File: src/verilog/dit_pkg.sv
// constants and carrier types for the drive input terminal decoder
// assumes a single 250 MHz clock and synchronous active-low reset
//
// Notes on behaviour
// - four reference terminals form a 4-bit index, fourth is msb, all off is 0
// - a preset of 100 percent scales to the maximum output frequency
// - two ramp terminals pick time set 1 to 4 as a binary code plus one
// - each terminal is filtered, time 0.000 to 1.000 s, default 0.010 s
// - command mode: 0 two-line 1, 1 two-line 2, 2 three-line 1, 3 three-line 2
// - two-line 1: forward alone runs forward, reverse alone reverse, equal stops
// - both two-line modes act on filtered levels, not edges
// - two-line 2: first enables run, second picks reverse, first off stops
// - function 43 selects the second pid gain set while on, if enabled
// - function 46 toggles speed/torque mode against the configured one
// - function 48 decelerates to stop on time set 4 in any command source
// - function 49 decelerates to dc brake start frequency, then dc brakes
// - function 50 clears the running time counter if running time is enabled
// - three-line 1: enable level must be on; forward/reverse rising edges start
package dit_pkg;

    // ----------------------------------------------------------------
    // timing
    // ----------------------------------------------------------------
    localparam int CLK_MHZ = 250;
    localparam int FILTER_MAX_US = 1000000;
    localparam int FILTER_DEFAULT_US = 10000;
    localparam int CYCLES_PER_US = CLK_MHZ;
    localparam int FILTER_DEFAULT_CYCLES = FILTER_DEFAULT_US * CYCLES_PER_US;
    localparam int FILTER_MAX_CYCLES = FILTER_MAX_US * CYCLES_PER_US;
    localparam int FILTER_CNT_W = 28;
    localparam int SYNC_STAGES = 3;

    // ----------------------------------------------------------------
    // terminal functions
    // ----------------------------------------------------------------
    localparam logic [5:0] FN_NONE = 6'h00;
    localparam logic [5:0] FN_FORWARD = 6'h01;
    localparam logic [5:0] FN_REVERSE = 6'h02;
    localparam logic [5:0] FN_THREE_WIRE = 6'h03;
    localparam logic [5:0] FN_REF_BIT0 = 6'h0c;
    localparam logic [5:0] FN_REF_BIT1 = 6'h0d;
    localparam logic [5:0] FN_REF_BIT2 = 6'h0e;
    localparam logic [5:0] FN_REF_BIT3 = 6'h0f;
    localparam logic [5:0] FN_RAMP_BIT0 = 6'h10;
    localparam logic [5:0] FN_RAMP_BIT1 = 6'h11;
    localparam logic [5:0] FN_PID_GAIN = 6'h2b;
    localparam logic [5:0] FN_RESERVED_A = 6'h2c;
    localparam logic [5:0] FN_RESERVED_B = 6'h2d;
    localparam logic [5:0] FN_SPEED_TORQUE = 6'h2e;
    localparam logic [5:0] FN_EMERGENCY = 6'h2f;
    localparam logic [5:0] FN_EXT_STOP2 = 6'h30;
    localparam logic [5:0] FN_DECEL_DC = 6'h31;
    localparam logic [5:0] FN_CLEAR_RUNTIME = 6'h32;

    // ----------------------------------------------------------------
    // modes and reset values
    // ----------------------------------------------------------------
    localparam logic [1:0] MODE_TWO_LINE_1 = 2'h0;
    localparam logic [1:0] MODE_TWO_LINE_2 = 2'h1;
    localparam logic [1:0] MODE_THREE_LINE_1 = 2'h2;
    localparam logic [1:0] MODE_THREE_LINE_2 = 2'h3;
    localparam logic [1:0] RAMP_SET_4 = 2'h3;
    localparam int REF_PERCENT_FULL = 10000;

    typedef enum logic [2:0] {
        DIT_STOP = 3'b001,
        DIT_FORWARD = 3'b010,
        DIT_REVERSE = 3'b100
    } dit_run_t;

    typedef struct packed {
        logic run;
        logic reverse;
        logic [3:0] reference_index;
        logic [1:0] ramp_set;
        logic pid_second_gain;
        logic torque_mode;
        logic emergency_stop;
        logic decel_stop;
        logic decel_dc_brake;
        logic clear_runtime;
    } dit_cmd_t;

endpackage

File: src/verilog/dit_filter.sv
// one terminal: three-stage synchroniser and hold-time filter
// assumes the raw input is asynchronous to clk
`timescale 1ns/10ps
module dit_filter #(
    parameter int CNT_W = 28
) (
    input wire logic clk,
    input wire logic reset_n,
    input wire logic raw,
    input wire logic [CNT_W-1:0] hold_cycles,
    output logic level
);

    logic [2:0] sync;
    logic [CNT_W-1:0] count;

    always_ff @(posedge clk)
    begin
        if (!reset_n)
            sync <= 3'h0;
        else
            sync <= {sync[1:0], raw};
    end

    // stage 0 is read only by stage 1; a change counts once stages 1 and 2 agree
    always_ff @(posedge clk)
    begin
        if (!reset_n)
        begin
            count <= '0;
            level <= 1'b0;
        end
        else if (sync[2] != sync[1] || sync[2] == level)
            count <= '0;
        else if (count >= hold_cycles)
        begin
            level <= sync[2];
            count <= '0;
        end
        else
            count <= count + {{(CNT_W-1){1'b0}}, 1'b1};
    end

endmodule // dit_filter

File: src/verilog/dit_decoder.sv
// top of the terminal decoder: filters terminals, decodes functions
// assumes terminal functions and settings are held steady by the configuring logic
`timescale 1ns/10ps
module dit_decoder #(
    parameter int TERMINALS = 8,
    parameter int REF_W = 16,
    parameter int FREQ_W = 16,
    parameter int FILTER_CYCLES = dit_pkg::FILTER_DEFAULT_CYCLES
) (
    input wire logic clk,
    input wire logic reset_n,
    input wire logic [TERMINALS-1:0] terminal_raw,
    input wire logic [TERMINALS*6-1:0] terminal_function,
    input wire logic [dit_pkg::FILTER_CNT_W-1:0] input_filter_time,
    input wire logic [1:0] terminal_command_mode,
    input wire logic pid_gain_switch_source,
    input wire logic speed_torque_mode_select,
    input wire logic runtime_feature_enable,
    input wire logic [16*REF_W-1:0] preset_reference_zero,
    input wire logic [FREQ_W-1:0] max_output_frequency,
    output logic [TERMINALS-1:0] terminal_level,
    output dit_pkg::dit_cmd_t command,
    output logic [FREQ_W-1:0] reference_frequency
);

    // ----------------------------------------------------------------
    // filtering
    // ----------------------------------------------------------------
    logic [dit_pkg::FILTER_CNT_W-1:0] hold_cycles;

    // filter time is given in clock cycles; values past 1 s are clamped
    always_ff @(posedge clk)
    begin
        if (!reset_n)
            hold_cycles <= dit_pkg::FILTER_CNT_W'(FILTER_CYCLES);
        else if (input_filter_time > dit_pkg::FILTER_CNT_W'(dit_pkg::FILTER_MAX_CYCLES))
            hold_cycles <= dit_pkg::FILTER_CNT_W'(dit_pkg::FILTER_MAX_CYCLES);
        else
            hold_cycles <= input_filter_time;
    end

    genvar gi;
    generate
        for (gi = 0; gi < TERMINALS; gi++)
        begin : g_filter
            dit_filter #(
                .CNT_W(dit_pkg::FILTER_CNT_W)
            ) u_filter (
                .clk(clk),
                .reset_n(reset_n),
                .raw(terminal_raw[gi]),
                .hold_cycles(hold_cycles),
                .level(terminal_level[gi])
            );
        end
    endgenerate

    // ----------------------------------------------------------------
    // function gathering
    // ----------------------------------------------------------------
    // any terminal carrying the function and on counts; unused codes fall out
    function automatic logic fn_on(input logic [TERMINALS*6-1:0] fns,
                                   input logic [TERMINALS-1:0] lv,
                                   input logic [5:0] code);
        logic hit;
        hit = 1'b0;
        for (int i = 0; i < TERMINALS; i++)
            if (fns[i*6 +: 6] == code && lv[i])
                hit = 1'b1;
        return hit;
    endfunction

    logic forward_run_terminal;
    logic reverse_run_terminal;
    logic three_wire_enable_terminal;
    logic [3:0] ref_bits;
    logic [1:0] ramp_bits;
    logic pid_term;
    logic torque_term;
    logic emergency_term;
    logic stop2_term;
    logic decel_dc_term;
    logic clear_term;

    // reserved codes 44 and 45 are never matched, so they do nothing
    always_comb
    begin
        forward_run_terminal = fn_on(terminal_function, terminal_level, dit_pkg::FN_FORWARD);
        reverse_run_terminal = fn_on(terminal_function, terminal_level, dit_pkg::FN_REVERSE);
        three_wire_enable_terminal = fn_on(terminal_function, terminal_level,
                                           dit_pkg::FN_THREE_WIRE);
        ref_bits[0] = fn_on(terminal_function, terminal_level, dit_pkg::FN_REF_BIT0);
        ref_bits[1] = fn_on(terminal_function, terminal_level, dit_pkg::FN_REF_BIT1);
        ref_bits[2] = fn_on(terminal_function, terminal_level, dit_pkg::FN_REF_BIT2);
        ref_bits[3] = fn_on(terminal_function, terminal_level, dit_pkg::FN_REF_BIT3);
        ramp_bits[0] = fn_on(terminal_function, terminal_level, dit_pkg::FN_RAMP_BIT0);
        ramp_bits[1] = fn_on(terminal_function, terminal_level, dit_pkg::FN_RAMP_BIT1);
        pid_term = fn_on(terminal_function, terminal_level, dit_pkg::FN_PID_GAIN);
        torque_term = fn_on(terminal_function, terminal_level, dit_pkg::FN_SPEED_TORQUE);
        emergency_term = fn_on(terminal_function, terminal_level, dit_pkg::FN_EMERGENCY);
        stop2_term = fn_on(terminal_function, terminal_level, dit_pkg::FN_EXT_STOP2);
        decel_dc_term = fn_on(terminal_function, terminal_level, dit_pkg::FN_DECEL_DC);
        clear_term = fn_on(terminal_function, terminal_level, dit_pkg::FN_CLEAR_RUNTIME);
    end

    // ----------------------------------------------------------------
    // run state machine
    // ----------------------------------------------------------------
    dit_pkg::dit_run_t run_state;
    dit_pkg::dit_run_t next_run_state;
    logic forward_prev;
    logic reverse_prev;
    logic forward_rise;
    logic reverse_rise;

    always_ff @(posedge clk)
    begin
        if (!reset_n)
        begin
            forward_prev <= 1'b0;
            reverse_prev <= 1'b0;
        end
        else
        begin
            forward_prev <= forward_run_terminal;
            reverse_prev <= reverse_run_terminal;
        end
    end

    assign forward_rise = forward_run_terminal && !forward_prev;
    assign reverse_rise = reverse_run_terminal && !reverse_prev;

    always_comb
    begin
        next_run_state = run_state;
        case (terminal_command_mode)
            dit_pkg::MODE_TWO_LINE_1:
            begin
                // levels only, so a held switch restarts after a stop
                if (forward_run_terminal && !reverse_run_terminal)
                    next_run_state = dit_pkg::DIT_FORWARD;
                else if (!forward_run_terminal && reverse_run_terminal)
                    next_run_state = dit_pkg::DIT_REVERSE;
                else
                    next_run_state = dit_pkg::DIT_STOP;
            end
            dit_pkg::MODE_TWO_LINE_2:
            begin
                if (!forward_run_terminal)
                    next_run_state = dit_pkg::DIT_STOP;
                else if (reverse_run_terminal)
                    next_run_state = dit_pkg::DIT_REVERSE;
                else
                    next_run_state = dit_pkg::DIT_FORWARD;
            end
            default:
            begin
                // three-line: edges start, enable level must stay on
                if (!three_wire_enable_terminal)
                    next_run_state = dit_pkg::DIT_STOP;
                else if (forward_rise)
                    next_run_state = dit_pkg::DIT_FORWARD;
                else if (reverse_rise)
                    next_run_state = dit_pkg::DIT_REVERSE;
            end
        endcase
        // emergency, stop-2 and decel-dc-brake override any command source
        if (emergency_term || stop2_term || decel_dc_term)
            next_run_state = dit_pkg::DIT_STOP;
    end

    always_ff @(posedge clk)
    begin
        if (!reset_n)
            run_state <= dit_pkg::DIT_STOP;
        else
            run_state <= next_run_state;
    end

    // ----------------------------------------------------------------
    // command outputs
    // ----------------------------------------------------------------
    always_ff @(posedge clk)
    begin
        if (!reset_n)
            command <= '0;
        else
        begin
            command.run <= (run_state != dit_pkg::DIT_STOP);
            command.reverse <= (run_state == dit_pkg::DIT_REVERSE);
            command.reference_index <= ref_bits;
            // stop-2 forces deceleration time set 4
            command.ramp_set <= stop2_term ? dit_pkg::RAMP_SET_4 : ramp_bits;
            command.pid_second_gain <= pid_gain_switch_source && pid_term;
            command.torque_mode <= speed_torque_mode_select ^ torque_term;
            command.emergency_stop <= emergency_term;
            command.decel_stop <= stop2_term;
            command.decel_dc_brake <= decel_dc_term;
            command.clear_runtime <= runtime_feature_enable && clear_term;
        end
    end

    // ----------------------------------------------------------------
    // reference scaling
    // ----------------------------------------------------------------
    logic [REF_W-1:0] selected_ref;
    logic [REF_W+FREQ_W-1:0] scaled;

    // presets are in 0.01 percent units; 10000 maps to full scale
    assign selected_ref = preset_reference_zero[ref_bits*REF_W +: REF_W];
    assign scaled = (selected_ref * max_output_frequency)
                  / (REF_W+FREQ_W)'(dit_pkg::REF_PERCENT_FULL);

    always_ff @(posedge clk)
    begin
        if (!reset_n)
            reference_frequency <= '0;
        else
            reference_frequency <= scaled[FREQ_W-1:0];
    end

endmodule // dit_decoder

File: config.mk
export PLATFORM = sky130hd
export DESIGN_NAME = dit_decoder
export DESIGN_NICKNAME = d
export VERILOG_FILES = /design/src/verilog/dit_pkg.sv /design/src/verilog/dit_filter.sv /design/src/verilog/dit_decoder.sv
export SDC_FILE = /design/constraint.sdc
export NUM_CORES = 2
export LEC_CHECK = 0
export BUFFER_PORTS_ARGS = -buffer_cell sky130_fd_sc_hd__buf_2
export CORE_MARGIN = 2
export CORE_UTILIZATION = 40
export DETAILED_ROUTE_END_ITERATION = 7
export PLACE_DENSITY = 0.55
export SLEW_MARGIN = 20
export SYNTH_ARGS = -nofsm -noshare
export SYNTH_HDL_FRONTEND = slang
export SYNTH_SLANG_ARGS = --single-unit
File: constraint.sdc
create_clock -name clk -period 49.3 [get_ports clk]
set_input_delay 12.325 -clock clk [delete_from_list [all_inputs] [get_ports clk]]
set_output_delay 12.325 -clock clk [all_outputs]
set_load 0.005 [all_outputs]
# After elaboration in Yosys (flattened, before gate mapping)
# Index checks and enable logic that the tools add are counted.
[op_classes]
n_mux = 130
n_reduce_logical = 159
bitwise = 10
n_eq_ne = 140
n_div = 1
multipliers = 1
shifts = 1
add_sub_neg = 8
n_lt_le_gt_ge = 9
[ops]
columns = ["op", "n"]
rows = [
  ["$eq A6 B6 Y1 const B", 48],
  ["$shiftx A256 B9 Y16", 1],
  ["$add A28 B1 Y28 const B", 8],
  ["$ge A28 B28 Y1", 8],
  ["$eq A6 B4 Y1 const B", 32],
  ["$logic_and A1 B1 Y1", 126],
  ["$mux W1", 120],
  ["$eq A6 B2 Y1 const B", 16],
  ["$eq A6 B5 Y1 const B", 16],
  ["$eq A6 B1 Y1 const B", 8],
  ["$div A32 B14 Y32 const B", 1],
  ["$mul A16 B16 Y32", 1],
  ["$gt A28 B28 Y1 const B", 1],
  ["$mux W28", 1],
  ["$reduce_or A3 Y1", 8],
  ["$mux W3", 7],
  ["$reduce_and A2 Y1", 8],
  ["$logic_or A1 B1 Y1", 10],
  ["$not A1 Y1", 9],
  ["$eq A1 B1 Y1", 8],
  ["$ne A1 B1 Y1", 8],
  ["$pmux W3 S2", 1],
  ["$ne A5 B1 Y1 const B", 1],
  ["$logic_not A1 Y1", 4],
  ["other kinds (7)", 8],
]
[word_totals]
mem_bits_rw = 0
memories = 0
latch_bits = 0
regBits = 319
romBits = 0

# Longest topological paths before layout
[depth]
word_depth = 15
depth_mapped = 102

# Modules after synthesis
# Synthesis repeated with hierarchy kept, for this count alone.
[hier_totals]
cells_unflattened = 4970
hier_area_um2 = 38350.5
[modules_own_cells]
columns = ["mod", "area_per_inst_um2", "n_inst", "cells_each"]
rows = [
  ["dit_decoder", 21997.3, 1, 3018],
  ["dit_filter (g_filter[0].u_filter ...)", 2043.2, 7, 244],
  ["dit_filter (g_filter[7].u_filter)", 2050.7, 1, 244],
]

# Worst setup path after synthesis
# OpenSTA, ideal clock, no wires.
[synth_timing]
path_kind = "input to register"
startpoint = "input port terminal_function[4]"
endpoint = "register reference_frequency[0]"
arrival_time_ns = 35.506
t_required_ns = 49.178
setup_time_ns = 0.122
n_path_buf = 10
stages = 93
path_slack_ns = 13.672
path_cell_list = "nand3b_1 nor2_1 a221o_1 nor3_1 clkbuf_1 clkbuf_1 nand2_1 a311oi_1 a21oi_1 a21oi_1 clkbuf_1 nand2_1 fa_1 inv_1 fa_1 inv_1 fa_1 inv_1 [57 not listed] nand2b_1 mux2_4 a21o_1 o31ai_2 nand2_1 maj3_1 xnor2_2 and3_1 o41a_1 or3_4 a21boi_4 mux2_2 xnor2_1 a311oi_2 a41oi_2 xnor2_1 a311oi_1 o311a_1"
[synth_between]
elab_chain_cells = 13
word_cells_on_any_way = 43
cone_classes = "mul: 1; div: 1; eq/ne: 4; shift: 1; mux: 32; reduce/logical: 4"
[synth_lines]
columns = ["item", "line_no", "text"]
rows = [
  ["start, declared", "dit_decoder.sv:13", "input wire logic [TERMINALS*6-1:0] terminal_function,"],
  ["$eq A6 B4 Y1", "dit_decoder.sv:68", "if (fns[i*6 +: 6] == code && lv[i])"],
  ["$logic_and A1 B1 Y1", "dit_decoder.sv:68", ""],
  ["$mux W1 (8 in series)", "dit_decoder.sv:68", ""],
  ["$shiftx A256 B9 Y16 (*)", "dit_decoder.sv:210", "assign selected_ref = preset_reference_zero[ref_bits*REF_W +: REF_W];"],
  ["$mul A16 B16 Y32 (*)", "dit_decoder.sv:211", "assign scaled = (selected_ref * max_output_frequency)"],
  ["$div A32 B14 Y32 (*)", "dit_decoder.sv:212", "/ (REF_W+FREQ_W)'(dit_pkg::REF_PERCENT_FULL);"],
  ["end signal, assigned", "dit_decoder.sv:219", "reference_frequency <= scaled[FREQ_W-1:0];"],
  ["end, declared", "dit_decoder.sv:23", "output logic [FREQ_W-1:0] reference_frequency"],
]
# Mark *: on every way between the ends. The rest lies on a longest branch, timed or not.
# A chain may end at the register's enable or synchronous reset.

# Final worst setup path
[layout_timing]
startpoint = "input port terminal_function[28]"
endpoint = "register reference_frequency[0]"
[layout_between]
elab_chain_cells = 9
word_cells_on_any_way = 27
cone_classes = "mul: 1; div: 1; eq/ne: 4; shift: 1; mux: 16; reduce/logical: 4"
[layout_lines]
columns = ["item", "line_no"]
rows = [
  ["$eq A6 B4 Y1", "dit_decoder.sv:68"],
  ["$logic_and A1 B1 Y1", "dit_decoder.sv:68"],
  ["$mux W1 (4 in series)", "dit_decoder.sv:68"],
  ["$shiftx A256 B9 Y16 (*)", "dit_decoder.sv:210"],
  ["$mul A16 B16 Y32 (*)", "dit_decoder.sv:211"],
  ["$div A32 B14 Y32 (*)", "dit_decoder.sv:212"],
]
# Marks and branches as above.

==> results.py <==
metrics = {
    "timing": {
        "grt_setup_unrepaired": "no",
        "layout_worst_path_cycle_share": 0.7889,
        "fmax_mhz": 25.71,
        "fin_tns_setup_ns": 0,
        "post_layout_min_period_ns": 38.89,
        "final_max_slew_viol_count": 0,
        "timing.final.setup_violations": 0,
        "relSlewSlack": 0.2513,
        "max_slew.worst_pin.slew_ns": 1.109,
        "layout_skew_ns": 0.02661,
        "final_hold_viol_count": 0,
    },
    "setup_path": {
        "regToRegSetupSlack_ns": 21.87,
        "timing.critical_path.required_ns": 49.75,
        "worst_setup_path_start_kind": "input port",
        "critPathMaxFanout": 93,
        "worst_path_max_delay_cell": "sky130_fd_sc_hd__buf_4",
        "timing.rr.end": "reference_frequency[0]",
        "cp_common_cell": "sky130_fd_sc_hd__fa_1",
        "worst_path_largest_cell_delay_ns": 0.84,
        "critPathKind": "in -> reg",
        "regToRegStartpoint": "g_filter[7].u_filter.level",
        "worst_setup_path_end_kind": "register",
        "timing.reg2reg.worst_path_depth": 85,
        "critical_path_arrival_ns": 39.34,
    },
    "logic_synthesis": {
        "synth-warning-count": 0,
        "yosysTopAreaCell": "sky130_fd_sc_hd__dfxtp_1",
        "postSynth.asyncResetShare": 0,
        "net_count_synth": 5529,
        "synthDistinctLibCells": 135,
        "ys_seq_elements": 319,
        "syn_avg_cell_area_sq_um": 7.810,
        "synth.cells.most_frequent": "sky130_fd_sc_hd__nor2_1 (591), sky130_fd_sc_hd__nand2_1 (487), sky130_fd_sc_hd__ha_1 (339)",
        "synth-main-ff-cell": "sky130_fd_sc_hd__dfxtp_1",
        "syn-instance-count": 4633,
        "synth_enable_flop_cells": 0,
        "netlist.area_leader.share": 0.1765,
        "yosys.cell_count.top_type": "sky130_fd_sc_hd__nor2_1",
        "cell_types_occupying_the_most_area_after_synthesis": "sky130_fd_sc_hd__dfxtp_1 (18%), sky130_fd_sc_hd__ha_1 (12%), sky130_fd_sc_hd__fa_1 (11%)",
        "sequential_fraction_of_the_synthesis_area": 0.1765,
        "synth_area_sq_um": 36180,
    },
    "cells_and_area": {
        "seq_area_sq_um": 6386,
        "final_net_count": 5835,
        "num-fill-cells": 9196,
        "drive_gt1_frac": 0.1272,
        "area.growth.synth_to_final_pct": 12.39,
        "multiInputGateArea_sq_um": 27950,
    },
    "clock_tree": {
        "tritoncts_num_sinks": 319,
        "ctsResizeCount": 0,
        "clkSlewWorstSetupHoldPaths_ns": 0.06,
        "tritoncts": "built",
        "clk-insertion-delay-late_ns": 0.56,
        "cts_buffers": 40,
        "postCtsSetupRepairBufs": 0,
        "cts_hold_buf": 0,
        "htree_levels": 2,
        "cts.root.buffer_cell": "sky130_fd_sc_hd__clkbuf_16",
        "clock_tree.buffer_depth": 3,
    },
    "global_route": {
        "number_of_antenna_violations_at_the_first_check_in_global_routing": 22,
        "grt_overflow": 0,
        "wire_length_of_the_first_global_routing_pass_microns": 183100,
        "grt_max_degree": 94,
        "grt_resource_usage_total": 0.2436,
        "first_global_vias": 33318,
    },
    "die": {
        "die-height_microns": 304.8,
        "placeableCoreArea_sq_um": 89870,
        "die_width_microns": 304.8,
        "rows": 110,
        "dieArea_sq_um": 92880,
        "start_util": 0.4026,
        "pin_count": 401,
    },
    "min_path": {
        "timing.hold.worst_endpoint": "g_filter[1].u_filter.sync[1]",
        "min_from": "g_filter[1].u_filter.sync[0]",
        "hold_depth": 1,
        "hp-class": "reg -> reg",
    },
    "detailed_routing": {
        "via_per_inst": 5.526,
        "ant_nets": 0,
        "routed_wl_microns": 114800,
        "first_pass_iters": 5,
        "drtIter0Drc": 2207,
        "drc": 0,
        "detailroute.via_count": 34084,
        "wl_per_instance_microns": 18.62,
    },
    "place": {
        "io_buffer_count": 400,
        "place.detailed.hpwl_microns": 91200,
        "gp_congestion": 1.019,
    },
    "flow_run": {
        "maxCapViolations": 0,
    },
    "run_status": {
        "status": "finished, final reports clean",
    },
}
sequential cells by signal, summed over array words and instances (netlist names):
signal,count
command,14
forward_prev,1
g_filter.u_filter.count,224
g_filter.u_filter.level,8
g_filter.u_filter.sync,24
hold_cycles,28
reference_frequency,16
reverse_prev,1
run_state,3
through the flow:
step	area (sq um)	hold slack, ns	cells	setup slack, ns	utilization
CTS	40590	0.4343	6146	10.34	0.4517
global placement	39210	0.4162	6073	10.22	0.4363
finish	40670	0.4313	6168	10.41	0.4525
global route	40650	0.4484	6161	7.964	0.4523
detailed placement	39210	0.4196	6073	9.815	0.4363
floorplan	36180	0.4119	4633	13.67	-
kinds of logic after synthesis:
kind of cell	synth area share
flip-flops	0.1765
adder cells (fa/ha/maj)	0.2276
AND/OR/NAND/NOR	0.2619
multiplexers	0.01483
XOR/XNOR	0.08030
buffers and inverters	0.05256
AO/OA/AOI/OAI	0.1863
worst max-delay path: cells and delay by family:
family | cells | cell delay (ns)
adder cells (fa/ha/maj) | 8 | 3.73
XOR/XNOR | 6 | 1.48
buffers and inverters | 7 | 1.27
AO/OA/AOI/OAI | 38 | 12.43
multiplexers | 3 | 1.25
AND/OR/NAND/NOR | 24 | 6.71
worst max-delay path by stage:
stage | startpoint | to | slack, ns
floorplan | terminal_function[4] | reference_frequency[0] | 13.67
global placement | terminal_function[4] | reference_frequency[0] | 10.22
detailed placement | terminal_function[28] | reference_frequency[0] | 9.81
CTS | terminal_function[28] | reference_frequency[0] | 10.34
global route | terminal_function[28] | reference_frequency[0] | 7.96
finish | terminal_function[28] | reference_frequency[0] | 10.41
routing by layer:
metal	wire length, microns	vias to the layer above	GRT usage	share of wire
met3	6392	192	0.04033	0.056
li1	-	16757	-	-
met1	50750	16247	0.3143	0.44
met2	54140	882	0.4120	0.47
met5	47	-	0	0.00041
met4	3513	6	0.08140	0.031
final cells by class:
cell class | count | share of cell area
antenna | 22 | 0.001354
sequential | 319 | 0.1570
clock inverter | 11 | 0.003631
multi-input combinational | 3834 | 0.6872
timing repair buffer | 435 | 0.05569
tap | 1176 | 0.03618
clock buffer | 62 | 0.03037
inverter | 309 | 0.02852
placed cells by master, fill, tap and decap left out, types with 78 or more instances in the layout:
master and n:
sky130_fd_sc_hd__fa_1 194, sky130_fd_sc_hd__a21oi_1 232, sky130_fd_sc_hd__a211oi_1 93, sky130_fd_sc_hd__nand2_1 487, sky130_fd_sc_hd__inv_1 307, sky130_fd_sc_hd__xor2_1 162, sky130_fd_sc_hd__ha_1 339, sky130_fd_sc_hd__and2_1 174
sky130_fd_sc_hd__buf_2 400, sky130_fd_sc_hd__xnor2_1 153, sky130_fd_sc_hd__o21ai_0 159, sky130_fd_sc_hd__nand2b_1 98, sky130_fd_sc_hd__nor2_1 590, sky130_fd_sc_hd__nor2b_1 78, sky130_fd_sc_hd__nand3_1 176, sky130_fd_sc_hd__dfxtp_1 319
Power is not shown: default switching activity piles up to over one toggle a cycle in this logic, so the estimate is an artifact.
